**config.mk**
```make
export PLATFORM = sky130hd
export DESIGN_NAME = system_support_glue
export DESIGN_NICKNAME = d
export VERILOG_FILES = /design/src/hw/glue_pkg.sv /design/src/hw/system_support_glue.sv
export SDC_FILE = /design/constraint.sdc
export NUM_CORES = 1
export LEC_CHECK = 0
export BUFFER_PORTS_ARGS = -buffer_cell sky130_fd_sc_hd__clkbuf_2
export CORE_AREA = 3 3 87 89
export DETAILED_ROUTE_END_ITERATION = 7
export DIE_AREA = 0 0 90 92
export PLACE_DENSITY_LB_ADDON = 0.1
export SYNTH_ARGS = -nofsm -noshare
export SYNTH_HDL_FRONTEND = slang
export SYNTH_SLANG_ARGS = --single-unit
```
**constraint.sdc**
```tcl
create_clock -name core_clk_in -period 3.72 [get_ports core_clk_in]
set_input_delay 0 -clock core_clk_in [delete_from_list [all_inputs] [get_ports core_clk_in]]
set_output_delay 0 -clock core_clk_in [all_outputs]
set_load 0.02 [all_outputs]
```
**src/hw/glue_pkg.sv**
```systemverilog
/*
  Constants and state layout for the system support glue block.
  Assumes a single 50 MHz core clock and a synchronous active-high reset.
*/
package glue_pkg;
  // ----------------------------------------
  // Timing
  // ----------------------------------------
  localparam int CLK_PERIOD_NS = 20;
  localparam int BCLK_PERIOD_NS = 120;
  localparam int ALT_RST_BCLKS = 4;
  // Pulse time in ns, then rounded down to core cycles
  localparam int ALT_RST_NS = ALT_RST_BCLKS * BCLK_PERIOD_NS;
  localparam int ALT_RST_CYCLES = (ALT_RST_NS / CLK_PERIOD_NS < 1) ? 1 : ALT_RST_NS / CLK_PERIOD_NS;
  localparam logic [4:0] ALT_RST_CNT = 5'(ALT_RST_CYCLES);

  // ----------------------------------------
  // I/O ports and decode values
  // ----------------------------------------
  localparam logic [15:0] NPX_CLR_PORT = 16'h00F0;
  localparam logic [15:0] KBD_DATA_PORT = 16'h0060;
  localparam logic [15:0] KBD_CMD_PORT = 16'h0064;
  localparam logic [15:0] SYS_CTRL_PORT = 16'h0092;
  localparam int ALT_RST_BIT = 0;
  localparam int ALT_A20_BIT = 1;
  // Boot ROM window: LA[23:17] match, E0000h..FFFFFh
  localparam logic [6:0] BIOS_LA_MATCH = 7'h07;

  // ----------------------------------------
  // Positions inside the synchronised pin vector
  // ----------------------------------------
  localparam int P_IOW = 0;
  localparam int P_IOR = 1;
  localparam int P_BALE = 2;
  localparam int P_REFRESH = 3;
  localparam int P_EISA = 4;
  localparam int P_CPU_NUMERIC_ERROR_N = 5;
  localparam int P_ABF = 6;
  localparam int P_CFG = 7;
  localparam int P_KGATE = 8;
  localparam int P_CPU_RESET_LINE = 9;
  localparam int P_ADDR = 10;
  localparam int P_DATA = 26;
  localparam int P_LA = 28;
  localparam int PIN_W = 35;
  // Idle pin levels: strobes, error and refresh are high when idle, so a
  // freshly reset synchroniser never shows a false strobe or error
  localparam logic [PIN_W-1:0] PIN_IDLE = 35'h0_0000_002b;

  typedef struct packed {
    logic [PIN_W-1:0] s1;
    logic [PIN_W-1:0] s2;
    logic iow_prev;
    logic bios_hold;
    logic ign_n;
    logic irq13;
    logic rst_bit;
    logic [4:0] rst_cnt;
    logic rst_n;
    logic a20;
    logic mask_n;
    logic sale_n;
    logic la_sa_n;
    logic sa_la_n;
    logic bios_n;
    logic kbd_n;
    logic aux;
  } glue_state_s;

  // Value after reset: selects and LA-to-SA enable idle, SA-to-LA enable active,
  // fast reset and ignore-error outputs low as the pins require
  localparam glue_state_s ST_RST = '{
    s1: PIN_IDLE, s2: PIN_IDLE, iow_prev: 1'b0, bios_hold: 1'b0, ign_n: 1'b0,
    irq13: 1'b0, rst_bit: 1'b0, rst_cnt: 5'h00, rst_n: 1'b0, a20: 1'b0,
    mask_n: 1'b0, sale_n: 1'b1, la_sa_n: 1'b1, sa_la_n: 1'b0,
    bios_n: 1'b1, kbd_n: 1'b1, aux: 1'b0};
endpackage

```
**src/hw/system_support_glue.sv**
```systemverilog
/*
  System support glue: address buffer control, numeric error link,
  boot ROM and keyboard selects, port 92h fast reset and A20 gate.
  Assumes every pin input but srst_in is asynchronous to core_clk_in; all those pass two
  flip-flops. Outputs follow pins by three to four core cycles.
*/
// Contract
// - SA latch enable rises to capture LA[19:2]
// - LA-to-SA enable asserted in EISA cycles
// - SA-to-LA enable always opposite of LA-to-SA
// - Numeric error raises IRQ13 and CPU interrupt
// - Port F0h write asserts ignore, clears IRQ13
// - Ignore held until error negates; low in reset
// - Boot ROM select latched on BALE, refresh qualified
// - Keyboard select only for ports 60h, 64h
// - Port 92h bit0 write pulses fast reset
// - Bit0 must return zero before next pulse
// - Bit1 zero drives A20 gate low
// - Bit1 one forces A20 mask high
// - A20 gate low during system reset
// - Aux buffer full accepted when configured
`timescale 1ns/1ns
module system_support_glue
(
  // Clock and reset
  input wire logic core_clk_in,
  input wire logic srst_in,
  // I/O bus
  input wire logic io_write_n_in,
  input wire logic io_read_n_in,
  input wire logic [15:0] io_addr_in,
  input wire logic [1:0] io_data_in,
  // EISA address phase
  input wire logic bale_in,
  input wire logic refresh_n_in,
  input wire logic eisa_master_in,
  input wire logic [6:0] la_addr_hi_in,
  // CPU and keyboard controller
  input wire logic cpu_numeric_error_n_in,
  input wire logic aux_buffer_full_in,
  input wire logic clock_divisor_config_in,
  input wire logic kbc_addr20_gate_in,
  input wire logic cpu_reset_line_in,
  // Address buffer control
  output logic addr_latch_enable_n_out,
  output logic la_to_sa_buffer_oe_n_out,
  output logic sa_to_la_buffer_oe_n_out,
  // CPU side
  output logic ignore_numeric_error_n_out,
  output logic cpu_interrupt_request_out,
  output logic fast_cpu_reset_n_out,
  output logic alternate_addr20_gate_out,
  output logic cpu_addr20_mask_n_out,
  // Chip selects and mouse status
  output logic latched_boot_rom_select_n_out,
  output logic keyboard_ctrl_select_n_out,
  output logic aux_data_ready_out
);
  import glue_pkg::*;

  // ----------------------------------------
  // Helpers
  // ----------------------------------------
  function automatic logic port_hit(input logic [15:0] addr, input logic [15:0] port);
    port_hit = (addr == port);
  endfunction

  glue_state_s st;
  glue_state_s st_nxt;
  logic iow_n;
  logic ior_n;
  logic bale;
  logic cpu_numeric_error_n_n;
  logic [15:0] addr;
  logic iow_fall;
  logic npx_wr;
  logic p92_wr;
  logic rst_start;

  // Decoded views of the second synchroniser stage only
  assign iow_n = st.s2[P_IOW];
  assign ior_n = st.s2[P_IOR];
  assign bale = st.s2[P_BALE];
  assign cpu_numeric_error_n_n = st.s2[P_CPU_NUMERIC_ERROR_N];
  assign addr = st.s2[P_ADDR +: 16];
  assign iow_fall = st.iow_prev & ~iow_n;
  assign npx_wr = iow_fall & port_hit(addr, NPX_CLR_PORT);
  assign p92_wr = iow_fall & port_hit(addr, SYS_CTRL_PORT);
  // New pulse only on a 0 to 1 step of the stored bit
  assign rst_start = p92_wr & st.s2[P_DATA + ALT_RST_BIT] & ~st.rst_bit;

  // ----------------------------------------
  // Next state
  // ----------------------------------------
  always_comb
  begin
    st_nxt = st;
    st_nxt.s1 = {la_addr_hi_in, io_data_in, io_addr_in, cpu_reset_line_in, kbc_addr20_gate_in,
                 clock_divisor_config_in, aux_buffer_full_in, cpu_numeric_error_n_in,
                 eisa_master_in, refresh_n_in, bale_in, io_read_n_in, io_write_n_in};
    st_nxt.s2 = st.s1;
    st_nxt.iow_prev = iow_n;
    // Latch low while BALE high, rising edge captures address
    st_nxt.sale_n = ~bale;
    st_nxt.la_sa_n = ~st.s2[P_EISA];
    st_nxt.sa_la_n = st.s2[P_EISA];
    // Error negation wins so ignore never sticks past the error
    if (cpu_numeric_error_n_n)
    begin
      st_nxt.ign_n = 1'b1;
    end
    else if (npx_wr)
    begin
      st_nxt.ign_n = 1'b0;
    end
    st_nxt.irq13 = ~cpu_numeric_error_n_n & st_nxt.ign_n;
    // Transparent while BALE high, closed after its fall
    if (bale)
    begin
      st_nxt.bios_hold = (st.s2[P_LA +: 7] == BIOS_LA_MATCH);
    end
    st_nxt.bios_n = ~(st.bios_hold & st.s2[P_REFRESH]);
    st_nxt.kbd_n = ~(~(iow_n & ior_n) & (port_hit(addr, KBD_DATA_PORT) | port_hit(addr, KBD_CMD_PORT)));
    if (p92_wr)
    begin
      st_nxt.a20 = st.s2[P_DATA + ALT_A20_BIT];
      st_nxt.rst_bit = st.s2[P_DATA + ALT_RST_BIT];
    end
    if (rst_start)
    begin
      st_nxt.rst_cnt = ALT_RST_CNT;
    end
    else if (st.rst_cnt != 5'h00)
    begin
      st_nxt.rst_cnt = st.rst_cnt - 5'h01;
    end
    st_nxt.rst_n = (st_nxt.rst_cnt == 5'h00);
    // External OR of both gates and CPU reset drives the mask
    st_nxt.mask_n = st_nxt.a20 | st.s2[P_KGATE] | st.s2[P_CPU_RESET_LINE];
    st_nxt.aux = st.s2[P_ABF] & st.s2[P_CFG];
  end

  // ----------------------------------------
  // State register
  // ----------------------------------------
  always_ff @(posedge core_clk_in)
  begin
    if (srst_in)
    begin
      st <= ST_RST;
    end
    else
    begin
      st <= st_nxt;
    end
  end

  // Every output straight from a flip-flop
  assign addr_latch_enable_n_out = st.sale_n;
  assign la_to_sa_buffer_oe_n_out = st.la_sa_n;
  assign sa_to_la_buffer_oe_n_out = st.sa_la_n;
  assign ignore_numeric_error_n_out = st.ign_n;
  assign cpu_interrupt_request_out = st.irq13;
  assign fast_cpu_reset_n_out = st.rst_n;
  assign alternate_addr20_gate_out = st.a20;
  assign cpu_addr20_mask_n_out = st.mask_n;
  assign latched_boot_rom_select_n_out = st.bios_n;
  assign keyboard_ctrl_select_n_out = st.kbd_n;
  assign aux_data_ready_out = st.aux;
endmodule

```
==> metrics <==
status=finished, final reports clean; ys async rst share=0; Cells after Synth=232; post-layout min period=1.57 ns; remaining global-route overflow=0; Distinct cells, synth=33; number of global-route vias before repair=1,614; crit end category=register; Fin Setup TNS=0 ns; GRT Total Usage=0.106; Reg with most FFs=st; Die Area=8280 sq um; sequential share of the synthesized area=0.657; hold crit path type=primary input to register; CP Data Required Time=3.96 ns; CORE AREA=6830 sq um; Synth-to-Final Area Change=32.9%; Leakage Power=1.50 nW; PnR worst setup slack=2.15 ns; routed len/inst=10.0 um; type of origin of the critical path=register; Slew Viols, Final=0; row count=30; total CTS buffers=9; layout cell share with drive strength beyond 1=0.242; CTS tree=built; Max-Cap Viols=0; CTS Root Cell=clkbuf_8; worst rel slew slack=0.258; largest net degree at the start of global routing=60; Skew-Pair Late Insertion Delay=0.33 ns; first-pass GRT wire length=6980 um; Power Dens Cells=555 nW/um^2; max frequency=0.638 GHz; clock network power share=0.339; Die H=92 um; RD Place Congestion=0.744; Yosys Warn Count=0; sw frac=0.235; RSZ-0062 raised after global routing=no; fin area=3600 sq um; switching power=0.469 mW; max incr delay on CP=0.34 ns; FILL cells=645; Flop pwr share=0.526; Worst Tran Pin Value=1.11 ns; DRC=0; Setup Skew=0.00671 ns; grt met1 use=0.130; P_int=1.53 mW; clock sink count=89; GRT busiest layer=met2; Arr. time, crit path=1.81 ns; Syn Nets=270; Port Buf Inserts=47; final instance count without filler cells=418; post-layout util=0.527; Comb power frac=0.134; Synth area leader=dfxtp_1; initial antenna violation count=0; Pre-Repair DR Iteration Count=4; # setup viols final=0; hold slack=0.392 ns; worst-path fanout max=4; placed insts=367; final wirelength=4180 um; peak supply drop=0.205 mV; final net count=355; post-synth top area share=0.657; H-tree depth=3; crit path launch=st[9]; post_cts resized=0; Slowest cell on crit path=dfxtp_1; clk slew on worst S/H paths=0.08 ns; Setup CP Type=register to register; 1st-iter DRT viols=46; Vias/cell=4.07; flop2flop setup slack=2.15 ns; main area contributors after synthesis=dfxtp_1 66%, nor2b_1 15%, or2_2 1.8%; Die W=90 um; GR met3 Demand/Resource=0.0279; IO Pins=48; Most used DFF post-synth=dfxtp_1; FF-to-FF path depth=6; met2 Use GR=0.167; Largest register FFs=58; fin crit share=0.421; Cell Area, Synth=2710 sq um; Power, Total=2.00 mW; commonest cells in the netlist=89 x dfxtp_1, 64 x nor2b_1, 8 x or2_2; top-count cell post-synth=dfxtp_1; HPWL after DPL=2700 um; launching point of the worst reg2reg path=st[9]; ANT nets after route=0; Worst Setup EP=fast_cpu_reset_n_out; ordered cell list for the critical path=inv_1, ha_1, nor4b_4, nor4b_1, a31oi_1, nor4bb_1; Post-synth EDFFs=0; syn avg cell area=11.7 sq um; DR vias=1,702; initial core utilization=0.397; worst slack, placed=2.15 ns; DP Area=3040 sq um; R2R Path End=fast_cpu_reset_n_out; n_diodes=0; CTS max path bufs=2; Final Hold Viols=0; Seq cells post-synth=89
-- how the worst min path moves through the flow --
stage	slack, ns	cells after the start	startpoint	end
after floorplan	0.10	1	io_write_n_in	st[54]
after global placement	0.18	2	io_write_n_in	st[54]
after detailed placement	0.18	2	io_write_n_in	st[54]
after CTS	0.36	3	io_write_n_in	st[54]
after global routing	0.39	3	io_write_n_in	st[54]
final	0.39	3	io_write_n_in	st[54]
-- cell usage in the layout, fill, tap and decap left out, drive strengths merged, types with 3 or more instances in the layout --
| cell type | synthesis | routed |
|---|---|---|
| a21oi | 6 | 6 |
| clkbuf | 7 | 59 |
| dfxtp | 89 | 89 |
| dlygate4sd3 | 0 | 35 |
| inv | 5 | 6 |
| nand2 | 4 | 4 |
| nand2b | 3 | 3 |
| nand3 | 3 | 3 |
| nor2 | 6 | 6 |
| nor2b | 64 | 64 |
| nor3 | 4 | 4 |
| nor4 | 3 | 3 |
| nor4b | 4 | 4 |
| o21ai | 5 | 5 |
| or2 | 8 | 8 |
-- timing repair --
action / 4_1_cts / 5_1_grt
endpoints found under the hold margin: 35 / 0
buffers inserted: 0 / 0
hold buffers: 35 / 0
-- cell families (layout without fill, tap and decap cells) --
kind of cell,count (synthesis),after routing,synth area share
adder cells (fa/ha/maj),1,1,0.00462
AND/OR/NAND/NOR,109,109,0.273
AO/OA/AOI/OAI,15,15,0.0319
buffers and inverters,14,104,0.0199
XOR/XNOR,3,3,0.00970
multiplexers,1,1,0.00369
flip-flops,89,89,0.657
-- power by group through the flow --
| stage | clock network (mW) | logic [mW] | registers (mW) |
|---|---|---|---|
| 6_report | 0.678 | 0.268 | 1.05 |
| 5_1_grt | 0.742 | 0.303 | 1.06 |
| 4_1_cts | 0.705 | 0.271 | 1.05 |
| 3_5_place_dp | 0 | 0.240 | 1.08 |
| 3_3_place_gp | 0 | 0.238 | 1.07 |
| 2_1_floorplan | 0 | 0.181 | 1.08 |
-- metal layers --
layer / vias up / wire length, um / share of wire
li1: 923 / - / -
met1: 745 / 2070 / 0.50
met2: 29 / 1870 / 0.45
met3: 5 / 174 / 0.042
met4: 0 / 57 / 0.014
met5: - / 0 / 0
-- worst max-delay path: cells and delay by family, from the launching register on --
| family | cells | cell delay [ns] |
|---|---|---|
| AND/OR/NAND/NOR | 3 | 0.70 |
| buffers and inverters | 1 | 0.09 |
| flip-flops | 1 | 0.34 |
| adder cells (fa/ha/maj) | 1 | 0.26 |
| AO/OA/AOI/OAI | 1 | 0.08 |
-- final cells by class --
class / instances / area, sq um / area share
sequential: 89 / 1780 / 0.495
multi-input combinational: 129 / 875 / 0.243
timing repair buffer: 83 / 593 / 0.165
clock buffer: 12 / 165 / 0.0458
tap: 96 / 120 / 0.0333
clock inverter: 4 / 48.8 / 0.0135
inverter: 5 / 18.8 / 0.00521
(Power assumes the default switching activity.)
